File: config.mk
export PLATFORM = sky130hd
export DESIGN_NAME = rta_tamper_alarm
export DESIGN_NICKNAME = d
export VERILOG_FILES = /design/src/rta_pkg.sv /design/src/rta_tamper_alarm.sv /design/src/rta_tamper_channel.sv
export SDC_FILE = /design/constraint.sdc
export NUM_CORES = 1
export LEC_CHECK = 0
export BUFFER_PORTS_ARGS = -buffer_cell sky130_fd_sc_hd__buf_2
export CAP_MARGIN = 10
export CORE_ASPECT_RATIO = 1.25
export CORE_MARGIN = 2
export CORE_UTILIZATION = 30
export CTS_CLUSTER_SIZE = 24
export DETAILED_ROUTE_END_ITERATION = 8
export HOLD_SLACK_MARGIN = 0.12
export PLACE_DENSITY = 0.55
export SLEW_MARGIN = 20
export SYNTH_ARGS = -nofsm -noshare
export SYNTH_HDL_FRONTEND = slang
export SYNTH_SLANG_ARGS = --single-unit
File: constraint.sdc
create_clock -name sys_clk -period 5.09 [get_ports sys_clk]
set_input_delay 1.018 -clock sys_clk [delete_from_list [all_inputs] [get_ports sys_clk]]
set_output_delay 1.018 -clock sys_clk [all_outputs]
set_load 0.01 [all_outputs]
File: src/rta_pkg.sv
package rta_pkg;

    // ------------------------------------------------------------
    // register map
    // ------------------------------------------------------------
    localparam logic [7:0] RTA_TAMPER_CFG_OFFSET = 8'h40;  // tamper configuration word
    localparam logic [7:0] RTA_ALARM0_SS_OFFSET = 8'h44;   // alarm 0 sub-second match
    localparam logic [7:0] RTA_STATUS_OFFSET = 8'h4c;      // tamper and stamp status
    localparam logic [7:0] RTA_CONTROL_OFFSET = 8'h3c;     // alarm enable, init mode, stamp enable

    // ------------------------------------------------------------
    // reset values
    // ------------------------------------------------------------
    localparam logic [31:0] RTA_ALARM0_SS_RESET = 32'h0000_0000;
    localparam logic [31:0] RTA_TAMPER_CFG_RESET = 32'h0000_0000;

    // ------------------------------------------------------------
    // tamper configuration field positions
    // ------------------------------------------------------------
    localparam int RTA_TAMPER0_DETECT_ON_BIT = 0;
    localparam int RTA_TAMPER0_POLARITY_BIT = 1;
    localparam int RTA_TAMPER_IRQ_ON_BIT = 2;
    localparam int RTA_TAMPER1_DETECT_ON_BIT = 3;
    localparam int RTA_TAMPER1_POLARITY_BIT = 4;
    localparam int RTA_TAMPER2_DETECT_ON_BIT = 5;
    localparam int RTA_TAMPER2_POLARITY_BIT = 6;
    localparam int RTA_TAMPER_TO_STAMP_BIT = 7;
    localparam int RTA_SAMPLE_RATE_LSB = 8;
    localparam int RTA_FILTER_LSB = 11;
    localparam int RTA_KEEP_BACKUP_LSB = 19;

    // ------------------------------------------------------------
    // control / status field positions
    // ------------------------------------------------------------
    localparam int RTA_CTRL_ALARM0_ON_BIT = 0;
    localparam int RTA_CTRL_INIT_MODE_BIT = 1;
    localparam int RTA_CTRL_STAMP_ENABLE_BIT = 2;
    localparam int RTA_STAT_TAMPER_LSB = 0;
    localparam int RTA_STAT_STAMP_FLAG_BIT = 4;

    // ------------------------------------------------------------
    // sub-second match layout
    // ------------------------------------------------------------
    localparam int RTA_MASK_COUNT_LSB = 24;
    localparam int RTA_SS_VALUE_WIDTH = 15;
    localparam logic [31:0] RTA_ALARM0_SS_WMASK = 32'h0f00_7fff;

    // ------------------------------------------------------------
    // timing
    // ------------------------------------------------------------
    localparam int RTA_SAMPLE_SHIFT_MAX = 15;              // code 0 = 2^15 periods
    localparam int RTA_DIV_WIDTH = 15;

    // the tamper configuration fields as one carrier
    typedef struct packed {
        logic [2:0] keep_backup;
        logic [1:0] filter_setting;
        logic [2:0] sample_rate;
        logic tamper_to_stamp;
        logic [2:0] polarity;
        logic [2:0] detect_on;
        logic irq_on;
    } rta_tamper_cfg_type;

    // the register bus request
    typedef struct packed {
        logic [7:0] addr;
        logic [31:0] wdata;
        logic write;
        logic read;
    } rta_bus_req_type;

endpackage : rta_pkg

File: src/rta_tamper_alarm.sv
// Decided for this implementation: the strobed register port.
`timescale 1ns/1ps
`default_nettype none

// ------------------------------------------------------------
// Overview of operation
// - codes 3..7 sample every 4096..256 periods
// - tamper-to-stamp sets stamp flag regardless enable
// - edge mode: polarity 0 rising, 1 falling
// - level mode: polarity 0 low, 1 high
// - inputs detected only while own enable set
// - irq enable gates tamper interrupt request
// - alarm sub-second writable if alarm off/init
// - backup reset clears sub-second register to zero
// - mask count zero: match every second boundary
// - mask count n compares low n bits
// - counter bit 15 never compared
// - stored value compared with prescaler counter
// - level filter needs 2, 4, 8 samples
// - codes 0..2 sample every 32768..8192 periods
// - tamper erases backup unless keep-backup set
// ------------------------------------------------------------
module rta_tamper_alarm (
    // clock and backup-domain reset
    input wire logic sys_clk,
    input wire logic reset_n,
    // register bus
    input wire rta_pkg::rta_bus_req_type bus_req,
    output logic [31:0] bus_rdata,
    // tamper pins
    input wire logic [2:0] tamper_pin,
    // calendar side
    input wire logic [15:0] subsecond_counter,
    input wire logic second_boundary,
    input wire logic other_fields_match,
    // results
    output logic alarm0_match,
    output logic tamper_irq,
    output logic backup_erase,
    output logic stamp_flag
);
    import rta_pkg::*;

    // ------------------------------------------------------------
    // registers
    // ------------------------------------------------------------
    rta_tamper_cfg_type tamper_cfg; // tamper configuration
    logic [31:0] alarm0_subsecond_match; // mask count and value
    logic alarm0_on; // alarm 0 enable
    logic init_mode_flag; // initialization mode
    logic stamp_enable; // timestamp enable
    logic [2:0] tamper_flag; // sticky per-input tamper flags
    logic [RTA_DIV_WIDTH-1:0] sample_div; // free divider for sampling
    logic sample_tick; // one-cycle sampling strobe
    logic [2:0] tamper_event; // per-input event pulses
    logic any_event;
    logic wr_cfg; // tamper configuration write
    logic wr_ss; // sub-second write, before protection
    logic wr_ctrl; // control write
    logic wr_stat; // status write-one-to-clear

    // decode of one offset against the request
    function automatic logic hit(input logic [7:0] a, input logic [7:0] off);
        hit = (a == off);
    endfunction : hit

    assign wr_cfg = bus_req.write && hit(bus_req.addr, RTA_TAMPER_CFG_OFFSET);
    assign wr_ss = bus_req.write && hit(bus_req.addr, RTA_ALARM0_SS_OFFSET);
    assign wr_ctrl = bus_req.write && hit(bus_req.addr, RTA_CONTROL_OFFSET);
    assign wr_stat = bus_req.write && hit(bus_req.addr, RTA_STATUS_OFFSET);

    // ------------------------------------------------------------
    // tamper configuration register
    // ------------------------------------------------------------
    // software should drop the enables first; hardware does not force it
    always_ff @(posedge sys_clk or negedge reset_n) begin
        if (!reset_n) begin
            tamper_cfg <= rta_tamper_cfg_type'(RTA_TAMPER_CFG_RESET[15:0]);
        end else if (wr_cfg) begin
            tamper_cfg.detect_on <= {bus_req.wdata[RTA_TAMPER2_DETECT_ON_BIT],
                                     bus_req.wdata[RTA_TAMPER1_DETECT_ON_BIT],
                                     bus_req.wdata[RTA_TAMPER0_DETECT_ON_BIT]};
            tamper_cfg.polarity <= {bus_req.wdata[RTA_TAMPER2_POLARITY_BIT],
                                    bus_req.wdata[RTA_TAMPER1_POLARITY_BIT],
                                    bus_req.wdata[RTA_TAMPER0_POLARITY_BIT]};
            tamper_cfg.irq_on <= bus_req.wdata[RTA_TAMPER_IRQ_ON_BIT];
            tamper_cfg.tamper_to_stamp <= bus_req.wdata[RTA_TAMPER_TO_STAMP_BIT];
            tamper_cfg.sample_rate <= bus_req.wdata[RTA_SAMPLE_RATE_LSB +: 3];
            tamper_cfg.filter_setting <= bus_req.wdata[RTA_FILTER_LSB +: 2];
            tamper_cfg.keep_backup <= bus_req.wdata[RTA_KEEP_BACKUP_LSB +: 3];
        end
    end

    // ------------------------------------------------------------
    // control register: alarm enable, init mode, stamp enable
    // ------------------------------------------------------------
    always_ff @(posedge sys_clk or negedge reset_n) begin
        if (!reset_n) begin
            alarm0_on <= 1'b0;
            init_mode_flag <= 1'b0;
            stamp_enable <= 1'b0;
        end else if (wr_ctrl) begin
            alarm0_on <= bus_req.wdata[RTA_CTRL_ALARM0_ON_BIT];
            init_mode_flag <= bus_req.wdata[RTA_CTRL_INIT_MODE_BIT];
            stamp_enable <= bus_req.wdata[RTA_CTRL_STAMP_ENABLE_BIT];
        end
    end

    // ------------------------------------------------------------
    // alarm 0 sub-second register; reset_n is the backup-domain reset
    // ------------------------------------------------------------
    always_ff @(posedge sys_clk or negedge reset_n) begin
        if (!reset_n) begin
            alarm0_subsecond_match <= RTA_ALARM0_SS_RESET;
        end else if (wr_ss && (!alarm0_on || init_mode_flag)) begin
            // reserved bits are dropped, so they always read zero
            alarm0_subsecond_match <= bus_req.wdata & RTA_ALARM0_SS_WMASK;
        end
    end

    // ------------------------------------------------------------
    // sub-second comparison
    // ------------------------------------------------------------
    logic [3:0] mask_count;
    logic [14:0] cmp_mask;
    logic ss_equal;
    assign mask_count = alarm0_subsecond_match[RTA_MASK_COUNT_LSB +: 4];
    // low n bits only; the counter's top bit is never looked at
    assign cmp_mask = 15'((16'h0001 << mask_count) - 16'h0001);
    assign ss_equal = ((subsecond_counter[14:0] ^ alarm0_subsecond_match[14:0]) & cmp_mask) == 15'h0000;

    // count 0 means nothing is compared: fire at the second boundary
    always_comb begin
        if (mask_count == 4'h0) begin
            alarm0_match = other_fields_match && second_boundary;
        end else begin
            alarm0_match = other_fields_match && ss_equal;
        end
    end

    // ------------------------------------------------------------
    // sampling divider on the rtc tick clock
    // ------------------------------------------------------------
    logic [RTA_DIV_WIDTH-1:0] div_mask;
    // code c gives 2^(15-c) periods: 32768 .. 256
    assign div_mask = RTA_DIV_WIDTH'((16'h8000 >> tamper_cfg.sample_rate) - 16'h0001);
    assign sample_tick = (sample_div & div_mask) == div_mask;

    always_ff @(posedge sys_clk or negedge reset_n) begin
        if (!reset_n) begin
            sample_div <= '0;
        end else begin
            sample_div <= sample_div + 1'b1;
        end
    end

    // ------------------------------------------------------------
    // per-input detectors
    // ------------------------------------------------------------
    genvar gi;
    generate
        for (gi = 0; gi < 3; gi++) begin : g_chan
            rta_tamper_channel u_chan (
                .sys_clk(sys_clk),
                .reset_n(reset_n),
                .detect_on(tamper_cfg.detect_on[gi]),
                .polarity(tamper_cfg.polarity[gi]),
                .filter_setting(tamper_cfg.filter_setting),
                .sample_tick(sample_tick),
                .tamper_pin(tamper_pin[gi]),
                .event_pulse(tamper_event[gi])
            );
        end
    endgenerate
    assign any_event = |tamper_event;

    // ------------------------------------------------------------
    // sticky flags; an event in the clearing cycle wins
    // ------------------------------------------------------------
    always_ff @(posedge sys_clk or negedge reset_n) begin
        if (!reset_n) begin
            tamper_flag <= 3'h0;
        end else begin
            tamper_flag <= (wr_stat ? (tamper_flag & ~bus_req.wdata[RTA_STAT_TAMPER_LSB +: 3]) : tamper_flag)
                           | tamper_event;
        end
    end

    always_ff @(posedge sys_clk or negedge reset_n) begin
        if (!reset_n) begin
            stamp_flag <= 1'b0;
        end else if (any_event && (tamper_cfg.tamper_to_stamp || stamp_enable)) begin
            stamp_flag <= 1'b1;
        end else if (wr_stat && bus_req.wdata[RTA_STAT_STAMP_FLAG_BIT]) begin
            stamp_flag <= 1'b0;
        end
    end

    // ------------------------------------------------------------
    // interrupt and backup erase
    // ------------------------------------------------------------
    assign tamper_irq = tamper_cfg.irq_on && (|tamper_flag);

    always_ff @(posedge sys_clk or negedge reset_n) begin
        if (!reset_n) begin
            backup_erase <= 1'b0;
        end else begin
            backup_erase <= |(tamper_event & ~tamper_cfg.keep_backup);
        end
    end

    // ------------------------------------------------------------
    // read data, one cycle after the strobe; unmapped reads zero
    // ------------------------------------------------------------
    always_ff @(posedge sys_clk or negedge reset_n) begin
        if (!reset_n) begin
            bus_rdata <= 32'h0000_0000;
        end else if (bus_req.read) begin
            bus_rdata <= 32'h0000_0000;
            unique case (1'b1)
                hit(bus_req.addr, RTA_TAMPER_CFG_OFFSET): begin
                    bus_rdata[RTA_TAMPER0_DETECT_ON_BIT] <= tamper_cfg.detect_on[0];
                    bus_rdata[RTA_TAMPER1_DETECT_ON_BIT] <= tamper_cfg.detect_on[1];
                    bus_rdata[RTA_TAMPER2_DETECT_ON_BIT] <= tamper_cfg.detect_on[2];
                    bus_rdata[RTA_TAMPER0_POLARITY_BIT] <= tamper_cfg.polarity[0];
                    bus_rdata[RTA_TAMPER1_POLARITY_BIT] <= tamper_cfg.polarity[1];
                    bus_rdata[RTA_TAMPER2_POLARITY_BIT] <= tamper_cfg.polarity[2];
                    bus_rdata[RTA_TAMPER_IRQ_ON_BIT] <= tamper_cfg.irq_on;
                    bus_rdata[RTA_TAMPER_TO_STAMP_BIT] <= tamper_cfg.tamper_to_stamp;
                    bus_rdata[RTA_SAMPLE_RATE_LSB +: 3] <= tamper_cfg.sample_rate;
                    bus_rdata[RTA_FILTER_LSB +: 2] <= tamper_cfg.filter_setting;
                    bus_rdata[RTA_KEEP_BACKUP_LSB +: 3] <= tamper_cfg.keep_backup;
                end
                hit(bus_req.addr, RTA_ALARM0_SS_OFFSET): begin
                    bus_rdata <= alarm0_subsecond_match;
                end
                hit(bus_req.addr, RTA_CONTROL_OFFSET): begin
                    bus_rdata[RTA_CTRL_ALARM0_ON_BIT] <= alarm0_on;
                    bus_rdata[RTA_CTRL_INIT_MODE_BIT] <= init_mode_flag;
                    bus_rdata[RTA_CTRL_STAMP_ENABLE_BIT] <= stamp_enable;
                end
                hit(bus_req.addr, RTA_STATUS_OFFSET): begin
                    bus_rdata[RTA_STAT_TAMPER_LSB +: 3] <= tamper_flag;
                    bus_rdata[RTA_STAT_STAMP_FLAG_BIT] <= stamp_flag;
                end
                default: begin
                    bus_rdata <= 32'h0000_0000;
                end
            endcase
        end
    end
endmodule : rta_tamper_alarm
`default_nettype wire

File: src/rta_tamper_channel.sv
`timescale 1ns/1ps
`default_nettype none

// one tamper input: edge detect or level filter on the sample tick
module rta_tamper_channel (
    // clock and reset
    input wire logic sys_clk,
    input wire logic reset_n,
    // configuration
    input wire logic detect_on,
    input wire logic polarity,
    input wire logic [1:0] filter_setting,
    input wire logic sample_tick,
    // pin and result
    input wire logic tamper_pin,
    output logic event_pulse
);
    import rta_pkg::*;

    // ------------------------------------------------------------
    // state
    // ------------------------------------------------------------
    logic prev_level;      // last pin level seen, for edge mode
    logic [3:0] run_count; // consecutive active samples, level mode
    logic [3:0] need;      // samples required by the filter
    logic active_level;

    assign need = 4'h1 << filter_setting;
    // polarity 1 selects high level in level mode
    assign active_level = (tamper_pin == polarity);

    // ------------------------------------------------------------
    // edge history, tracked every cycle so a fresh enable sees no false edge
    // ------------------------------------------------------------
    always_ff @(posedge sys_clk or negedge reset_n) begin
        if (!reset_n) begin
            prev_level <= 1'b0;
        end else begin
            prev_level <= tamper_pin;
        end
    end

    // ------------------------------------------------------------
    // level filter counter, advanced only on sample ticks
    // ------------------------------------------------------------
    always_ff @(posedge sys_clk or negedge reset_n) begin
        if (!reset_n) begin
            run_count <= 4'h0;
        end else if (!detect_on || filter_setting == 2'h0) begin
            run_count <= 4'h0;
        end else if (sample_tick) begin
            if (!active_level) begin
                run_count <= 4'h0;
            end else if (run_count < need) begin
                run_count <= run_count + 4'h1;
            end
        end
    end

    // ------------------------------------------------------------
    // event decision; only while enabled
    // ------------------------------------------------------------
    always_comb begin
        event_pulse = 1'b0;
        if (detect_on) begin
            if (filter_setting == 2'h0) begin
                // 0 picks rising, 1 picks falling
                event_pulse = polarity ? (prev_level && !tamper_pin)
                                       : (!prev_level && tamper_pin);
            end else begin
                // fires once when the run reaches the required length
                event_pulse = sample_tick && active_level && (run_count == need - 4'h1);
            end
        end
    end

endmodule : rta_tamper_channel
`default_nettype wire

==> reports/results.ini <==
[setup_path]
arrival_ps=3020
cp-start-kind=flop
cp-end-kind=primary output
timing.rr.end=g_chan[1].u_chan.run_count[3]
worstReg2RegStart=tamper_cfg[11]
reg2reg_depth=10
rrSetupSlack_ps=2280
crit_path_end=alarm0_match
crit_fanout=16
worst_ep_required_time_ps=4070
crit_type=flop to primary output
crit_path_start=alarm0_subsecond_match[26]

[outcome]
status=finished, final reports clean

[floorplanning]
die_y_um=152
die_w_um=123
start_util=0.304
rows=54
core_mm2=0.0174
die-area_mm2=0.0187
num_io_pins=101

[pwr]
peakVddDrop_uv=142
power_per_cell_area_mw_per_mm2=272
p_leak_nw=2.91

[min_path]
hold_class=flop to flop

[clock_network]
cts-hold-fix-buffers=0
cts.sinks=95
clk_path_buf_depth=2
cts_setup_buffers=0
clk_latency_ps=340
cts_tree=yes
cts_root_buffer=clkbuf_16
clk_pin_slew_ps=70
cts_max_level=3
cts_resized=0
cts_made_buffers=9

[routing]
drtAntennaViolNets=0
wire_per_inst_um=16.0
drt_iter0_markers=397
drt-total-wl_um=13000
avgViaCountPerCell=5.03
vias=4106
first_pass_iters=5
drc_errors=0

[global_route]
met1_usage=0.172
grtUsageMet2=0.248
track_usage=0.143
grt_max_degree=74
grt_util_met3=0.0322
grt-busiest-layer=met2
grt_pass1_vias=4080
grt_pass1_wl_um=21100
antenna_found_initial=2
overflow=0

[layout]
areaGrowthSynthToFinish_pct=16.6
fin_area_mm2=0.00616
drive_above_1_share=0.242
final_net_count=669
post-route-util=0.355

[placement]
dpl_cell_area_mm2=0.00583
hpwl_um=9790
place_congestion=0.878
io_buffers=79
pre_cts_ws_ps=1500

[synthesis]
synth-edff-count=0
avgSynthCellArea_um2=10.2
async_flop_share=1.00
syn_inst=518
yosysWarningCount=0
synth_flop_cell=dfrtp_1
ys_ff_latch=95
syn_area_mm2=0.00528
yosysUniqueCellTypes=57
synth_seq_area_share=0.450

[timing]
max_slew_margin=0.368
finClkSkew_ps=8.48
tns_ps=0
setup_ws_ps=1060
fmaxAchievable_mhz=248
drv_slew=0
tightest_slew_ps=947
hold_viol_final=0
fin_crit_ps=4030
final.period_utilization=0.793
setup_violations=0
grt_setup_unrepaired=no

[flow_run]
max-cap-violations=0

==> per-stage QoR <==
step                std cells  total power [W]  hold slack, ps
CTS                       815          0.00170             480
detailed placement        799         0.000960             470
finish                    817          0.00167             475
floorplan                 527         0.000892             438
global placement          799         0.000956             454
global route              815          0.00175             509
==> critical path, stage by stage, from the launching register on <==
cell	delay, ps
dfrtp_1	580
nor2_1	390
nand2_1	150
ha_1	360
nor2b_1	210
o21ai_0	150
o21ai_0	100
a222oi_1	300
nand4_1	170
o21ai_0	110
buf_2	160
==> worst min path at each step <==
stage	end	start	depth (start not counted)	slack (ps)
6_report	sample_div[14]	sample_div[14]	1	470
5_1_grt	sample_div[14]	sample_div[14]	1	510
4_1_cts	sample_div[14]	sample_div[14]	1	480
3_5_place_dp	sample_div[14]	sample_div[14]	1	470
3_3_place_gp	sample_div[5]	sample_div[5]	1	450
2_1_floorplan	sample_div[5]	sample_div[5]	1	440
==> synth_stat cells, types with 5 or more instances <==
| cell | count | area, um2 |
|---|---|---|
| a21oi_1 | 21 | 105 |
| a22oi_1 | 11 | 82.6 |
| and3_1 | 5 | 31.3 |
| buf_4 | 10 | 75.1 |
| clkbuf_1 | 17 | 63.8 |
| dfrtp_1 | 95 | 2380 |
| ha_1 | 18 | 225 |
| inv_1 | 25 | 93.8 |
| mux2_2 | 32 | 360 |
| mux2_4 | 10 | 150 |
| mux2i_1 | 8 | 80.1 |
| nand2_1 | 30 | 113 |
| nand2b_1 | 10 | 62.6 |
| nand3_1 | 28 | 140 |
| nand3b_1 | 5 | 37.5 |
| nand4_1 | 5 | 31.3 |
| nor2_1 | 34 | 128 |
| nor2b_1 | 5 | 31.3 |
| nor3_1 | 7 | 35.0 |
| o21ai_0 | 33 | 165 |
| o22ai_1 | 8 | 50.1 |
| o31ai_1 | 5 | 37.5 |
| xnor2_1 | 25 | 219 |
| xor2_1 | 11 | 96.3 |
==> power breakdown <==
part / leakage, nW / switching (W) / internal, W / total [W]
Combinational: 1.47 / 0.0000817 / 0.0000601 / 0.000142
Clock: 0.157 / 0.000295 / 0.000435 / 0.000730
Sequential: 1.28 / 0.0000247 / 0.000778 / 0.000803
==> kinds of logic (layout without fill, tap and decap cells) <==
family / count (synthesis) / after routing / synth area share
AND/OR/NAND/NOR: 148 / 148 / 0.145
AO/OA/AOI/OAI: 111 / 111 / 0.136
flip-flops: 95 / 95 / 0.450
buffers and inverters: 59 / 123 / 0.0545
multiplexers: 50 / 50 / 0.112
XOR/XNOR: 36 / 36 / 0.0597
adder cells (fa/ha/maj): 18 / 18 / 0.0426
other: 1 / 12 / 0.000710
==> flip-flops by register name, indices dropped and copies added (netlist names), 3 cells and up <==
register / flops
alarm0_subsecond_match: 19
bus_rdata: 22
g_chan.u_chan.prev_level: 3
g_chan.u_chan.run_count: 12
sample_div: 15
tamper_cfg: 16
tamper_flag: 3
==> placed cells by master, fill, tap and decap left out, types with 4 or more instances in the layout <==
| cell type | n |
|---|---|
| mux2_2 | 32 |
| a22oi_1 | 11 |
| o21bai_1 | 4 |
| mux2_4 | 10 |
| nor2_1 | 34 |
| a21oi_1 | 21 |
| and4_1 | 4 |
| buf_4 | 4 |
| nand3b_1 | 5 |
| nand4_1 | 5 |
| mux2i_1 | 8 |
| o31ai_1 | 5 |
| inv_1 | 25 |
| o21ai_0 | 33 |
| conb_1 | 10 |
| xnor2_1 | 25 |
| o21a_1 | 4 |
| nand2_1 | 30 |
| nor2b_1 | 5 |
| ha_1 | 18 |
| nor3_1 | 6 |
| and3_1 | 5 |
| xor2_1 | 11 |
| o22ai_1 | 8 |
| nand2b_1 | 10 |
| buf_2 | 78 |
| a221oi_1 | 4 |
| dfrtp_1 | 95 |
| nand3_1 | 28 |
| clkbuf_16 | 9 |
==> cell type report <==
| cell class | count | area [um2] |
|---|---|---|
| fillers | 1762 | 11200 |
| multi-input cells | 373 | 2660 |
| flip-flops and latches | 95 | 2380 |
| repair buffers | 82 | 420 |
| well taps | 224 | 280 |
| clock buffers | 10 | 229 |
| inverters | 25 | 93.8 |
| clock inverters | 6 | 91.3 |
| diodes | 2 | 5.00 |
==> layer usage <==
metal  routed length [um]  share of wire  vias up
li1                     -              -     1963
met1                 5350           0.41     2011
met2                 6690           0.51      114
met3                  757          0.058       18
met4                  246          0.019        0
met5                    0              0        -
Note: power is estimated with default switching activity, not from simulation.
